`config.mk`:
```
export PLATFORM = sky130hd
export DESIGN_NAME = rtca_regs
export DESIGN_NICKNAME = d
export VERILOG_FILES = /design/src/shared/rtca_pkg.sv /design/src/core/rtca_match_term.sv /design/src/core/rtca_regs.sv /design/src/core/rtca_step.sv
export VERILOG_INCLUDE_DIRS = /design/src /design/src/shared
export SDC_FILE = /design/constraint.sdc
export NUM_CORES = 1
export LEC_CHECK = 0
export ABC_CLOCK_PERIOD_IN_PS = 13160
export BUFFER_PORTS_ARGS = -buffer_cell sky130_fd_sc_hd__buf_2
export CAP_MARGIN = 40
export CORE_MARGIN = 8
export CORE_UTILIZATION = 55
export CTS_CLUSTER_DIAMETER = 200
export DETAILED_ROUTE_END_ITERATION = 10
export PLACE_DENSITY_LB_ADDON = 0.08
export RECOVER_POWER = 50
export SLEW_MARGIN = 15
export SYNTH_ARGS = -nofsm -noshare
export SYNTH_HDL_FRONTEND = slang
export SYNTH_SLANG_ARGS = --single-unit
```
`constraint.sdc`:
```
create_clock -name clk_sys -period 13.16 [get_ports clk_sys]
set_input_delay 0.658 -clock clk_sys [delete_from_list [all_inputs] [get_ports clk_sys]]
set_output_delay 0.658 -clock clk_sys [all_outputs]
set_load 0.05 [all_outputs]
```
`src/shared/rtca_consts.svh`:
```
// register offsets, field positions, reset values and count limits of the calendar block
`ifndef RTCA_CONSTS_SVH
`define RTCA_CONSTS_SVH

`define RTCA_ADDR_W 6
`define RTCA_OFS_SEC 6'h00
`define RTCA_OFS_SEC_MATCH 6'h01
`define RTCA_OFS_MIN 6'h02
`define RTCA_OFS_MIN_MATCH 6'h03
`define RTCA_OFS_HOUR 6'h04
`define RTCA_OFS_HOUR_MATCH 6'h05
`define RTCA_OFS_WEEKDAY 6'h06
`define RTCA_OFS_DATE 6'h07
`define RTCA_OFS_MONTH 6'h08
`define RTCA_OFS_YEAR 6'h09

`define RTCA_RST_VAL 8'h00
`define RTCA_RDATA_UNMAPPED 8'h00

`define RTCA_HALF_DAY_BIT 7
`define RTCA_HOUR_MSB 6
`define RTCA_DONT_CARE_CODE 2'h3

`define RTCA_SEC_MAX 8'h3B
`define RTCA_MIN_MAX 8'h3B
`define RTCA_HOUR24_MIN 8'h00
`define RTCA_HOUR24_MAX 8'h17
`define RTCA_HOUR12_MIN 8'h01
`define RTCA_HOUR12_MAX 8'h0C
`define RTCA_HOUR12_PM_TURN 8'h0B
`define RTCA_WEEKDAY_MIN 8'h01
`define RTCA_WEEKDAY_MAX 8'h07
`define RTCA_DATE_MIN 8'h01
`define RTCA_MONTH_MIN 8'h01
`define RTCA_MONTH_MAX 8'h0C
`define RTCA_MONTH_FEB 8'h02
`define RTCA_MONTH_APR 8'h04
`define RTCA_MONTH_JUN 8'h06
`define RTCA_MONTH_SEP 8'h09
`define RTCA_MONTH_NOV 8'h0B
`define RTCA_YEAR_MIN 8'h00
`define RTCA_YEAR_MAX 8'h63
`define RTCA_DAYS_LONG 8'h1F
`define RTCA_DAYS_SHORT 8'h1E
`define RTCA_DAYS_FEB 8'h1C
`define RTCA_DAYS_FEB_LEAP 8'h1D
`define RTCA_ZERO 8'h00

`endif

```
`src/shared/rtca_pkg.sv`:
```
// types and code conversions shared by the calendar block
package rtca_pkg;

  typedef logic [7:0] rtca_byte_t;

  // one field of the carry chain is stepped in each state from RTCA_SEC to RTCA_YEAR
  typedef enum logic [3:0] {
    RTCA_IDLE,
    RTCA_SEC,
    RTCA_MIN,
    RTCA_HOUR,
    RTCA_WDAY,
    RTCA_DATE,
    RTCA_MONTH,
    RTCA_YEAR,
    RTCA_MATCH
  } rtca_state_t;

  function automatic rtca_byte_t rtca_to_bin(input rtca_byte_t v, input logic bin_mode);
    rtca_byte_t tens;
    tens = {4'h0, v[7:4]};
    if (bin_mode) begin
      return v;
    end
    return 8'((tens << 3) + (tens << 1) + {4'h0, v[3:0]});
  endfunction

  function automatic rtca_byte_t rtca_from_bin(input rtca_byte_t v, input logic bin_mode);
    rtca_byte_t tens;
    tens = v / 8'h0A;
    if (bin_mode) begin
      return v;
    end
    return {tens[3:0], 4'(v - 8'(tens * 8'h0A))};
  endfunction

endpackage
```
`src/core/rtca_match_term.sv`:
```
// one term of the alarm condition: stored match value against running count
`timescale 1ns/1ps
`include "rtca_consts.svh"
module rtca_match_term (
  // stored match value and running count
  input wire logic [7:0] match_val,
  input wire logic [7:0] count_val,
  // term result
  output logic hit
);

  logic dont_care;

  assign dont_care = (match_val[7:6] == `RTCA_DONT_CARE_CODE);
  assign hit = dont_care || (match_val == count_val);

endmodule

```
`src/core/rtca_regs.sv`:
```
// time-of-day and calendar registers with second, minute and hour alarm match
//
// Overview of operation
// - minute match compared; top bits 11 matches
// - hour match compared; top bits 11 matches
// - 12-hour mode: bit 7 is PM flag
// - hour count in bits 6:0, mode range
// - weekday counts 1 Sunday to 7 Saturday
// - weekday encoding unaffected by presentation setting
// - date counts from 1 to month length
// - month counts from 1 to 12
// - year counts 0 to 99 in century
// - counts presented in binary or bcd
// - presentation select: one binary, zero bcd
// - format select: one 24-hour, flag held zero
`timescale 1ns/1ps
`include "rtca_consts.svh"
module rtca_regs (
  // clock and reset
  input wire logic clk_sys,
  input wire logic rstn,
  // byte register port
  input wire logic [`RTCA_ADDR_W-1:0] reg_addr,
  input wire logic [7:0] reg_wdata,
  input wire logic reg_wr,
  input wire logic reg_rd,
  output logic [7:0] reg_rdata,
  // control from the rest of the clock
  input wire logic binary_presentation_select,
  input wire logic hour_format_24,
  input wire logic update_inhibit,
  input wire logic sec_tick,
  // status
  output logic alarm_evt,
  output logic update_busy
);

  // ----------------------------------------------------------------
  // state
  // ----------------------------------------------------------------
  rtca_pkg::rtca_state_t state_r;
  rtca_pkg::rtca_state_t state_nxt;
  logic [7:0] sec_r;
  logic [7:0] sec_match_r;
  logic [7:0] min_r;
  logic [7:0] minute_match_r;
  logic [7:0] hour_count_r;
  logic [7:0] hour_match_r;
  logic [7:0] weekday_count_r;
  logic [7:0] calendar_date_r;
  logic [7:0] month_count_r;
  logic [7:0] year_count_r;
  logic [7:0] rdata_r;
  logic alarm_evt_r;
  logic update_busy_r;

  // ----------------------------------------------------------------
  // write decode
  // ----------------------------------------------------------------
  logic wr_sec;
  logic wr_sec_match;
  logic wr_min;
  logic wr_min_match;
  logic wr_hour;
  logic wr_hour_match;
  logic wr_wday;
  logic wr_date;
  logic wr_month;
  logic wr_year;
  logic [7:0] hour_wdata;

  assign wr_sec = reg_wr && (reg_addr == `RTCA_OFS_SEC);
  assign wr_sec_match = reg_wr && (reg_addr == `RTCA_OFS_SEC_MATCH);
  assign wr_min = reg_wr && (reg_addr == `RTCA_OFS_MIN);
  assign wr_min_match = reg_wr && (reg_addr == `RTCA_OFS_MIN_MATCH);
  assign wr_hour = reg_wr && (reg_addr == `RTCA_OFS_HOUR);
  assign wr_hour_match = reg_wr && (reg_addr == `RTCA_OFS_HOUR_MATCH);
  assign wr_wday = reg_wr && (reg_addr == `RTCA_OFS_WEEKDAY);
  assign wr_date = reg_wr && (reg_addr == `RTCA_OFS_DATE);
  assign wr_month = reg_wr && (reg_addr == `RTCA_OFS_MONTH);
  assign wr_year = reg_wr && (reg_addr == `RTCA_OFS_YEAR);

  // flag held zero
  // in 24-hour mode the half-day flag cannot be set by a write
  assign hour_wdata = hour_format_24 ? {1'b0, reg_wdata[`RTCA_HOUR_MSB:0]} : reg_wdata;

  // ----------------------------------------------------------------
  // read decode
  // ----------------------------------------------------------------
  logic [7:0] rd_mux;

  always_comb begin
    if (reg_addr == `RTCA_OFS_SEC) begin
      rd_mux = sec_r;
    end else if (reg_addr == `RTCA_OFS_SEC_MATCH) begin
      rd_mux = sec_match_r;
    end else if (reg_addr == `RTCA_OFS_MIN) begin
      rd_mux = min_r;
    end else if (reg_addr == `RTCA_OFS_MIN_MATCH) begin
      rd_mux = minute_match_r;
    end else if (reg_addr == `RTCA_OFS_HOUR) begin
      rd_mux = hour_count_r;
    end else if (reg_addr == `RTCA_OFS_HOUR_MATCH) begin
      rd_mux = hour_match_r;
    end else if (reg_addr == `RTCA_OFS_WEEKDAY) begin
      rd_mux = weekday_count_r;
    end else if (reg_addr == `RTCA_OFS_DATE) begin
      rd_mux = calendar_date_r;
    end else if (reg_addr == `RTCA_OFS_MONTH) begin
      rd_mux = month_count_r;
    end else if (reg_addr == `RTCA_OFS_YEAR) begin
      rd_mux = year_count_r;
    end else begin
      rd_mux = `RTCA_RDATA_UNMAPPED;
    end
  end

  // ----------------------------------------------------------------
  // month length
  // ----------------------------------------------------------------
  function automatic logic [7:0] days_in_month(input logic [7:0] mon, input logic [7:0] yr);
    logic leap;
    // every multiple of four in 2000..2099 is a leap year, 2000 included
    leap = (yr[1:0] == 2'b00);
    if (mon == `RTCA_MONTH_FEB) begin
      days_in_month = leap ? `RTCA_DAYS_FEB_LEAP : `RTCA_DAYS_FEB;
    end else if ((mon == `RTCA_MONTH_APR) || (mon == `RTCA_MONTH_JUN) ||
                 (mon == `RTCA_MONTH_SEP) || (mon == `RTCA_MONTH_NOV)) begin
      days_in_month = `RTCA_DAYS_SHORT;
    end else begin
      days_in_month = `RTCA_DAYS_LONG;
    end
  endfunction

  logic [7:0] month_bin;
  logic [7:0] year_bin;
  logic [7:0] date_max;

  assign month_bin = rtca_pkg::rtca_to_bin(month_count_r, binary_presentation_select);
  assign year_bin = rtca_pkg::rtca_to_bin(year_count_r, binary_presentation_select);
  assign date_max = days_in_month(month_bin, year_bin);

  // ----------------------------------------------------------------
  // shared step unit
  // ----------------------------------------------------------------
  logic [7:0] stp_val;
  logic [7:0] stp_lo;
  logic [7:0] stp_hi;
  logic stp_bin;
  logic [7:0] stp_nxt;
  logic [7:0] stp_cur_bin;
  logic stp_wrap;
  logic in_sec;
  logic in_min;
  logic in_hour;
  logic in_wday;
  logic in_date;
  logic in_month;
  logic in_year;

  assign in_sec = (state_r == rtca_pkg::RTCA_SEC);
  assign in_min = (state_r == rtca_pkg::RTCA_MIN);
  assign in_hour = (state_r == rtca_pkg::RTCA_HOUR);
  assign in_wday = (state_r == rtca_pkg::RTCA_WDAY);
  assign in_date = (state_r == rtca_pkg::RTCA_DATE);
  assign in_month = (state_r == rtca_pkg::RTCA_MONTH);
  assign in_year = (state_r == rtca_pkg::RTCA_YEAR);

  assign stp_val = in_sec ? sec_r :
                   in_min ? min_r :
                   in_hour ? {1'b0, hour_count_r[`RTCA_HOUR_MSB:0]} :
                   in_wday ? weekday_count_r :
                   in_date ? calendar_date_r :
                   in_month ? month_count_r :
                   year_count_r;

  assign stp_lo = in_hour ? (hour_format_24 ? `RTCA_HOUR24_MIN : `RTCA_HOUR12_MIN) :
                  in_wday ? `RTCA_WEEKDAY_MIN :
                  in_date ? `RTCA_DATE_MIN :
                  in_month ? `RTCA_MONTH_MIN :
                  `RTCA_ZERO;

  assign stp_hi = in_sec ? `RTCA_SEC_MAX :
                  in_min ? `RTCA_MIN_MAX :
                  in_hour ? (hour_format_24 ? `RTCA_HOUR24_MAX : `RTCA_HOUR12_MAX) :
                  in_wday ? `RTCA_WEEKDAY_MAX :
                  in_date ? date_max :
                  in_month ? `RTCA_MONTH_MAX :
                  `RTCA_YEAR_MAX;

  assign stp_bin = in_wday ? 1'b1 : binary_presentation_select;

  rtca_step u_step (
    .cur_val(stp_val),
    .lim_lo(stp_lo),
    .lim_hi(stp_hi),
    .bin_mode(stp_bin),
    .nxt_val(stp_nxt),
    .cur_bin(stp_cur_bin),
    .wrap(stp_wrap)
  );

  // ----------------------------------------------------------------
  // hour handling
  // ----------------------------------------------------------------
  logic pm_now;
  logic pm_turn;
  logic hour_carry;
  logic [7:0] hour_stepped;

  assign pm_now = hour_count_r[`RTCA_HALF_DAY_BIT];
  assign pm_turn = (stp_cur_bin == `RTCA_HOUR12_PM_TURN);
  // pm flag toggles at 11 to 12
  // 12-hour day ends on 11 pm to 12 am, not on the 12 to 1 wrap
  assign hour_carry = hour_format_24 ? stp_wrap : (pm_turn && pm_now);
  assign hour_stepped = hour_format_24 ? {1'b0, stp_nxt[`RTCA_HOUR_MSB:0]} :
                        {pm_now ^ pm_turn, stp_nxt[`RTCA_HOUR_MSB:0]};

  // ----------------------------------------------------------------
  // alarm terms
  // ----------------------------------------------------------------
  logic [7:0] term_match [3];
  logic [7:0] term_count [3];
  logic [2:0] term_hit;
  logic alarm_all;

  assign term_match[0] = sec_match_r;
  assign term_count[0] = sec_r;
  assign term_match[1] = minute_match_r;
  assign term_count[1] = min_r;
  // hour term
  // hour match holds the half-day flag too, so am and pm differ
  assign term_match[2] = hour_match_r;
  assign term_count[2] = hour_count_r;

  for (genvar g = 0; g < 3; g++) begin : g_term
    rtca_match_term u_term (
      .match_val(term_match[g]),
      .count_val(term_count[g]),
      .hit(term_hit[g])
    );
  end

  assign alarm_all = &term_hit;

  // ----------------------------------------------------------------
  // carry chain sequencer
  // ----------------------------------------------------------------
  // per-second carry chain
  always_comb begin
    state_nxt = state_r;
    case (state_r)
      rtca_pkg::RTCA_IDLE: begin
        if (sec_tick && !update_inhibit) begin
          state_nxt = rtca_pkg::RTCA_SEC;
        end
      end
      rtca_pkg::RTCA_SEC,
      rtca_pkg::RTCA_MIN,
      rtca_pkg::RTCA_DATE,
      rtca_pkg::RTCA_MONTH: begin
        state_nxt = stp_wrap ? rtca_pkg::rtca_state_t'(state_r + 4'h1) : rtca_pkg::RTCA_MATCH;
      end
      rtca_pkg::RTCA_HOUR: begin
        state_nxt = hour_carry ? rtca_pkg::RTCA_WDAY : rtca_pkg::RTCA_MATCH;
      end
      rtca_pkg::RTCA_WDAY: begin
        state_nxt = rtca_pkg::RTCA_DATE;
      end
      rtca_pkg::RTCA_YEAR: begin
        state_nxt = rtca_pkg::RTCA_MATCH;
      end
      default: begin
        state_nxt = rtca_pkg::RTCA_IDLE;
      end
    endcase
  end

  always_ff @(posedge clk_sys or negedge rstn) begin
    if (!rstn) begin
      state_r <= rtca_pkg::RTCA_IDLE;
      update_busy_r <= 1'b0;
      alarm_evt_r <= 1'b0;
      rdata_r <= `RTCA_RST_VAL;
    end else begin
      state_r <= state_nxt;
      update_busy_r <= (state_nxt != rtca_pkg::RTCA_IDLE);
      alarm_evt_r <= (state_r == rtca_pkg::RTCA_MATCH) && alarm_all;
      if (reg_rd) begin
        rdata_r <= rd_mux;
      end
    end
  end

  // ----------------------------------------------------------------
  // storage; a software write beats the step in the same cycle
  // ----------------------------------------------------------------
  always_ff @(posedge clk_sys or negedge rstn) begin
    if (!rstn) begin
      sec_r <= `RTCA_RST_VAL;
      sec_match_r <= `RTCA_RST_VAL;
      min_r <= `RTCA_RST_VAL;
      minute_match_r <= `RTCA_RST_VAL;
      hour_count_r <= `RTCA_RST_VAL;
      hour_match_r <= `RTCA_RST_VAL;
      weekday_count_r <= `RTCA_RST_VAL;
      calendar_date_r <= `RTCA_RST_VAL;
      month_count_r <= `RTCA_RST_VAL;
      year_count_r <= `RTCA_RST_VAL;
    end else begin
      sec_r <= wr_sec ? reg_wdata : (in_sec ? stp_nxt : sec_r);
      sec_match_r <= wr_sec_match ? reg_wdata : sec_match_r;
      min_r <= wr_min ? reg_wdata : (in_min ? stp_nxt : min_r);
      minute_match_r <= wr_min_match ? reg_wdata : minute_match_r;
      hour_count_r <= wr_hour ? hour_wdata : (in_hour ? hour_stepped : hour_count_r);
      hour_match_r <= wr_hour_match ? reg_wdata : hour_match_r;
      weekday_count_r <= wr_wday ? reg_wdata : (in_wday ? stp_nxt : weekday_count_r);
      calendar_date_r <= wr_date ? reg_wdata : (in_date ? stp_nxt : calendar_date_r);
      month_count_r <= wr_month ? reg_wdata : (in_month ? stp_nxt : month_count_r);
      year_count_r <= wr_year ? reg_wdata : (in_year ? stp_nxt : year_count_r);
    end
  end

  assign reg_rdata = rdata_r;
  assign alarm_evt = alarm_evt_r;
  assign update_busy = update_busy_r;

endmodule

```
`src/core/rtca_step.sv`:
```
// single count step with wrap, in binary or bcd presentation
`timescale 1ns/1ps
module rtca_step (
  // count in and limits (limits in binary)
  input wire logic [7:0] cur_val,
  input wire logic [7:0] lim_lo,
  input wire logic [7:0] lim_hi,
  input wire logic bin_mode,
  // stepped count out
  output logic [7:0] nxt_val,
  output logic [7:0] cur_bin,
  output logic wrap
);

  logic [7:0] inc_bin;

  assign cur_bin = rtca_pkg::rtca_to_bin(cur_val, bin_mode);
  // out-of-range values written by software also wrap rather than run away
  assign wrap = (cur_bin >= lim_hi);
  assign inc_bin = wrap ? lim_lo : 8'(cur_bin + 8'h01);
  assign nxt_val = rtca_pkg::rtca_from_bin(inc_bin, bin_mode);

endmodule

```
==> summary.txt, run 1 <==
Floorplan
  • DIE HEIGHT: 133 microns
  • Core Box Area: 0.0132 sq mm
  • Die ar.: 0.0176 sq mm
  • DIE WIDTH: 133 microns
  • I/O Pins: 32
  • Initial core utilization: 0.564
  • # rows: 42

Yosys
  • Mapped Nets: 962
  • #FFs+latches synth: 94
  • Count of cell types in the netlist: 86
  • Yosys warns: 0
  • Asr flop ratio synth: 1.00
  • Yosys top cell area share: 0.315
  • Syn avg cell area: 8.24 sq um
  • EDFF count, synth: 0
  • Main flop type after synthesis: dfrtp_1
  • Seq/Total Area, Yosys: 0.315
  • Mapped Cells: 906
  • Post-synth top cells: nand2_1 (108), nor2_1 (100), dfrtp_1 (94), a21oi_1 (65), o21ai_0 (61)
  • Most numerous cell in the Yosys netlist: nand2_1
  • Yosys top cell by area: dfrtp_1
  • Post-Syn Area: 0.00747 sq mm
  • Synth top area cells: dfrtp_1 (32%), mux2_2 (5.6%), nand2_1 (5.4%), ha_1 (5.0%), nor2_1 (5.0%)

Layout
  • Nets: 955
  • Layout cell share with drive strength beyond 1: 0.135
  • FILL cells: 1208
  • Antenna cells: 0
  • Area Growth Syn to Fin: 7.02%

Routing
  • Post-route antenna net violation count: 0
  • Final wirelength: 26.7 mm
  • First-pass DRT Iterations: 7
  • DR vias/cell: 6.88
  • Post-route DRC violation count: 0
  • WL per Instance: 24.8 microns
  • Iteration-0 DRC count of the detailed router: 1149
  • Vias: 7433

STA
  • Final setup fails: 0
  • Setup_tns: 0 ns
  • Fin crit period: 9.48 ns
  • Fin crit share: 0.720
  • Final hold violations: 0
  • Worst slew pin tran: 3.35 ns
  • RSZ-0062 raised after global routing: false
  • Slew Limit Fails: 90
  • Rel. slew slack: -1.23
  • Fmax: 106 MHz
  • Clock Skews: 0.00617 ns

Critical path
  • R2R Setup Slk: 3.68 ns
  • Worst path max stage delay: 0.63 ns
  • Most numerous cell on the critical path: ha_1
  • Setup crit end kind: register
  • Worst EP required: 13.39 ns
  • Crit Path Category: register to register
  • CP max-delay cell: ha_1
  • Crit-path max FO: 22
  • WP data arrival: 9.70 ns
  • Startpoint class of the critical path: register

Clocking
  • CTS buffer count: 9
  • Root buf cell: clkbuf_16
  • H-tree Lvls: 3
  • CTS max path bufs: 2
  • TritonCTS clock tree: yes
  • Clock Sinks: 94
  • Clock latency on the worst-skew pair: 0.35 ns
  • Clock transition at path regs: 0.07 ns
  • Buffers inserted by post-CTS timing repair: 0
  • Post_cts resized: 0
  • Hold buffers post-CTS: 0

GRT
  • GRT Residual Overflow: 0
  • Gr usage total: 0.302
  • First-pass GRT wire length: 41.0 mm
  • Vias in the first global route: 6984
  • Largest net degree at the start of global routing: 68
  • Initial antenna violation count: 0

Status
  • Status: complete, but fails checks
  • Violated checks: max-capacitance violations, max-slew violations

Placed design
  • IO Port Bufs: 31
  • DPL Wire Length: 20.0 mm
  • GP Congestion: 0.959

Run
  • Max_cap viols: 2

Hold path
  • HP Class: register to register
-- placed cells by master, fill, tap and decap left out, types with 5 or more instances in the layout --
cell type and n:
o21ai_1 13, and2_1 9, inv_1 14, o21ai_0 61, a21oi_1 65, o211ai_1 5, ha_1 30, nor4_1 12
nand3_1 17, a32oi_1 6, clkbuf_16 9, a31oi_1 19, o21a_1 6, clkbuf_1 9, mux2_2 37, nor3_1 29
a211oi_1 14, dfrtp_1 94, xnor2_1 5, nor2b_1 5, nand2_1 108, nor2_1 100, a21o_1 19, nand3b_1 9
nand2b_1 6, mux2i_1 16, or2_2 5, a221oi_1 10, a22oi_1 9, xor2_1 25, buf_2 29, o22ai_1 8
-- per-stage QoR --
step                      worst slack (ns)  std cells  hold slack (ns)  area (sq um)   util
after floorplan                       5.39        906            0.362          7470      -
after global placement                3.97       1054            0.508          7620  0.575
after detailed placement              3.76       1062            0.513          7670  0.579
after CTS                             3.73       1078            0.241          7990  0.603
after global routing                  3.10       1080            0.561          7990  0.603
final                                 3.68       1080            0.528          7990  0.603
-- cells by family (layout without fill, tap and decap cells) --
group	after synthesis	count (layout)	synth area share
muxes	54	54	0.0803
DFF	94	94	0.315
and+or+nand+nor	338	338	0.218
xor gates and xnor gates	30	30	0.0352
buffers and inverters	79	77	0.0426
adders and majority gates	34	34	0.0610
AOI/OAI and AO/OA	277	277	0.248
-- layer usage --
layer,global-route usage,share of wire,wire length [microns]
met4,0.121,0.040,1070
met1,0.396,0.41,11000
met3,0.0590,0.095,2540
met5,0,0,0
met2,0.477,0.46,12200
-- worst max-delay path: cells and delay by family (launching register included) --
kind	cells	cell delay, ns
flops	1	0.43
simple gates	11	2.62
compound gates	12	2.52
fa+ha+maj	8	2.38
buf+inv	5	0.72
mux	2	0.65
-- area by class of cell --
class / instances / area (sq um) / area share
Clock buffer: 12 / 256 / 0.0321
Sequential cell: 94 / 2350 / 0.294
Tap cell: 176 / 220 / 0.0276
Inverter: 18 / 67.6 / 0.00846
Timing Repair Buffer: 43 / 231 / 0.0290
Clock inverter: 4 / 55.1 / 0.00689
Multi-Input combinational cell: 733 / 4810 / 0.602
-- path summary, 6_finish.rpt --
path | cells after the start | to | start
hold reg to reg | 2 | reg_rdata[4] | reg_rdata[4]
setup reg to reg | 38 | month_count_r[3] | state_r[0]
min in group asynchronous | 1 | state_r[2] | rstn
max in group asynchronous | 3 | sec_match_r[1] | rstn
hold / removal | 2 | reg_rdata[4] | reg_rdata[4]
setup / recovery | 38 | month_count_r[3] | state_r[0]
-- registers in the layout, summed over array words and instances (netlist names) --
signal / flops
alarm_evt: 1
calendar_date_r: 8
hour_count_r: 8
hour_match_r: 8
min_r: 8
minute_match_r: 8
month_count_r: 8
reg_rdata: 8
sec_match_r: 8
sec_r: 8
state_r: 4
update_busy: 1
weekday_count_r: 8
year_count_r: 8
Power of run 1 is not shown: default switching activity piles up to over one toggle a cycle in this logic, so the estimate is an artifact.
==> run 2, diff against run 1 <==
Settings changed: ABC_AREA set to 1, ABC_CLOCK_PERIOD_IN_PS 13160 to 9300.
Clock period 13.16 ns to 9.3 ns, I/O delays scaled along.
==> summary.txt, run 2 <==
Status
  • Status: complete, but fails checks (unchanged)
  • Violated checks: max-capacitance violations, max-slew violations (unchanged)

GRT
  • GRT Residual Overflow: 0 (unchanged)
  • Largest net degree at the start of global routing: 51 (was 68)
  • Gr usage total: 0.293 (was 0.302)
  • Vias in the first global route: 6931 (was 6984)
  • First-pass GRT wire length: 37.7 mm (was 41.0 mm)
  • Initial antenna violation count: 0 (unchanged)

Critical path
  • Startpoint class of the critical path: register (unchanged)
  • Crit-path max FO: 12 (was 22)
  • Worst EP required: 9.54 ns (was 13.39 ns)
  • Worst path max stage delay: 0.48 ns (was 0.63 ns)
  • Reg2reg start: state_r[1] (was state_r[0])
  • Worst R2R End: sec_r[3] (was month_count_r[3])
  • R2R cell count: 48 (was 38)
  • Setup crit end kind: register (unchanged)
  • R2R Setup Slk: 1.63 ns (was 3.68 ns)
  • CP max-delay cell: a21oi_2 (was ha_1)
  • Crit Path Category: register to register (unchanged)
  • WP data arrival: 7.91 ns (was 9.70 ns)
  • Most numerous cell on the critical path: nand2_1 (was ha_1)

Layout
  • Most common cell after layout, fill and taps aside: nand2_1 (unchanged)
  • Most frequent cells in the layout: nand2_1 (253), inv_1 (152), dfrtp_1 (94), nor2_1 (65), o21ai_0 (58) (was nand2_1 (108), nor2_1 (100), dfrtp_1 (94), a21oi_1 (65), o21ai_0 (61))
  • Nets: 1089 (was 955)
  • Area Growth Syn to Fin: 9.02% (was 7.02%)
  • Antenna cells: 0 (unchanged)
  • Layout cell share with drive strength beyond 1: 0.129 (was 0.135)
  • Final Non-Filler Cells: 1214 (was 1080)
  • Core Util, Final: 0.606 (was 0.603)

Yosys
  • Asr flop ratio synth: 1.00 (unchanged)
  • Seq/Total Area, Yosys: 0.325 (was 0.315)
  • Mapped Cells: 998 (was 906)
  • Yosys top cell by area: dfrtp_1 (unchanged)
  • Most numerous cell in the Yosys netlist: nand2_1 (unchanged)
  • Count of cell types in the netlist: 50 (was 86)
  • EDFF count, synth: 0 (unchanged)
  • Syn avg cell area: 7.26 sq um (was 8.24 sq um)
  • Yosys top cell area share: 0.325 (was 0.315)
  • Synth top area cells: dfrtp_1 (32%), nand2_1 (13%), inv_1 (7.9%), o221ai_1 (5.2%), ha_1 (5.2%) (was dfrtp_1 (32%), mux2_2 (5.6%), nand2_1 (5.4%), ha_1 (5.0%), nor2_1 (5.0%))
  • Post-synth top cells: nand2_1 (253), inv_1 (152), dfrtp_1 (94), nor2_1 (65), o21ai_0 (58) (was nand2_1 (108), nor2_1 (100), dfrtp_1 (94), a21oi_1 (65), o21ai_0 (61))
  • Main flop type after synthesis: dfrtp_1 (unchanged)
  • Post-Syn Area: 0.00724 sq mm (was 0.00747 sq mm)
  • Yosys warns: 0 (unchanged)
  • Mapped Nets: 1054 (was 962)
  • #FFs+latches synth: 94 (unchanged)

Routing
  • Post-route antenna net violation count: 0 (unchanged)
  • Post-route DRC violation count: 0 (unchanged)
  • Vias: 7213 (was 7433)
  • Top Metal Used: met4 (unchanged)
  • First-pass DRT Iterations: 5 (was 7)
  • Iteration-0 DRC count of the detailed router: 915 (was 1149)
  • WL met1: 10.2 mm (was 11.0 mm)
  • WL per Instance: 19.5 microns (was 24.8 microns)
  • Met2 WL post-DR: 10.3 mm (was 12.2 mm)
  • Final wirelength: 23.7 mm (was 26.7 mm)
  • DR vias/cell: 5.94 (was 6.88)
  • Met3 wire length: 2.37 mm (was 2.54 mm)

Placed design
  • Dpl cells: 1197 (was 1062)
  • IO Port Bufs: 31 (unchanged)
  • GP Congestion: 0.998 (was 0.959)
  • DP Worst Slack: 1.61 ns (was 3.76 ns)
  • DPL Wire Length: 17.9 mm (was 20.0 mm)

Floorplan
  • DIE HEIGHT: 131 microns (was 133 microns)
  • Die ar.: 0.0171 sq mm (was 0.0176 sq mm)
  • DIE WIDTH: 131 microns (was 133 microns)
  • Core Box Area: 0.0130 sq mm (was 0.0132 sq mm)
  • Initial core utilization: 0.556 (was 0.564)
  • I/O Pins: 32 (unchanged)
  • # rows: 42 (unchanged)

Clocking
  • Clock transition at path regs: 0.07 ns (about the same)
  • Hold buffers post-CTS: 0 (unchanged)
  • CTS buffer count: 9 (unchanged)
  • TritonCTS clock tree: yes (unchanged)
  • Clock Sinks: 94 (unchanged)
  • H-tree Lvls: 3 (unchanged)
  • Clock latency on the worst-skew pair: 0.36 ns (was 0.35 ns)
  • Post_cts resized: 0 (unchanged)
  • Buffers inserted by post-CTS timing repair: 0 (unchanged)
  • CTS max path bufs: 2 (unchanged)
  • Root buf cell: clkbuf_16 (unchanged)

STA
  • Slew Limit Fails: 97 (was 90)
  • PnR worst setup slack: 1.63 ns (was 3.68 ns)
  • Fin crit share: 0.825 (was 0.720)
  • Rel. slew slack: -0.757 (was -1.23)
  • Fin crit period: 7.67 ns (was 9.48 ns)
  • RSZ-0062 raised after global routing: false (unchanged)
  • Worst slew pin tran: 2.64 ns (was 3.35 ns)
  • Final hold violations: 0 (unchanged)
  • Fmax: 130 MHz (was 106 MHz)
  • Final setup fails: 0 (unchanged)
  • Setup_tns: 0 ns (unchanged)
  • Clock Skews: 0.0122 ns (was 0.00617 ns)

Run
  • Max_cap viols: 2 (unchanged)

Hold path
  • Hold Path Depth: 3 (was 2)
  • Hold Path Origin: reg_rd (was reg_rdata[4])
  • Hold Path End: reg_rdata[1] (was reg_rdata[4])
  • HP Class: input port to register (was register to register)
[run 2: routing by layer]
| layer | vias up | GRT usage |
|---|---|---|
| li1 | 3399 | - |
| met1 | 3395 | 0.402 |
| met2 | 362 | 0.444 |
| met3 | 57 | 0.0641 |
| met4 | 0 | 0.110 |
| met5 | - | 0 |
[run 2: logic make-up after synthesis]
group | share of synthesized area
AOI/OAI and AO/OA | 0.175
xor gates and xnor gates | 0.0157
adders and majority gates | 0.0629
buffers and inverters | 0.107
DFF | 0.325
and+or+nand+nor | 0.315
[run 2: per-stage QoR]
stage | area, sq um | hold slack, ns
floorplan | 7240 | 0.169
global placement | 7560 | 0.460
detailed placement | 7570 | 0.461
CTS | 7900 | 0.143
global route | 7900 | 0.387
finish | 7900 | 0.381
[run 2: worst max path at each step]
stage	start	end	slack, ns	depth (start not counted)
final	state_r[1]	sec_r[3]	1.63	48
after CTS	state_r[0]	hour_count_r[2]	1.53	42
after global placement	state_r[0]	year_count_r[2]	1.81	42
after floorplan	state_r[0]	hour_count_r[3]	2.78	48
after detailed placement	state_r[0]	sec_r[2]	1.61	44
after global routing	state_r[0]	sec_r[3]	0.91	50
[run 2: layout make-up]
type                    instances  area [sq um]
repair buffers                 38           196
inverters                     178           678
clock inverters                 6          93.8
multi-input cells             712          4120
flip-flops and latches         94          2350
clock buffers                  10           239
well taps                     176           220
fillers                      1283          5140
[run 2: worst max-delay path, delay by kind of cell (launching register included)]
family | cells | cell delay [ns]
and+or+nand+nor | 25 | 2.81
adders and majority gates | 7 | 2.05
buffers and inverters | 10 | 1.04
AOI/OAI and AO/OA | 5 | 0.98
DFF | 1 | 0.42
xor gates and xnor gates | 1 | 0.24
Power of run 2 is left out for the same reason.
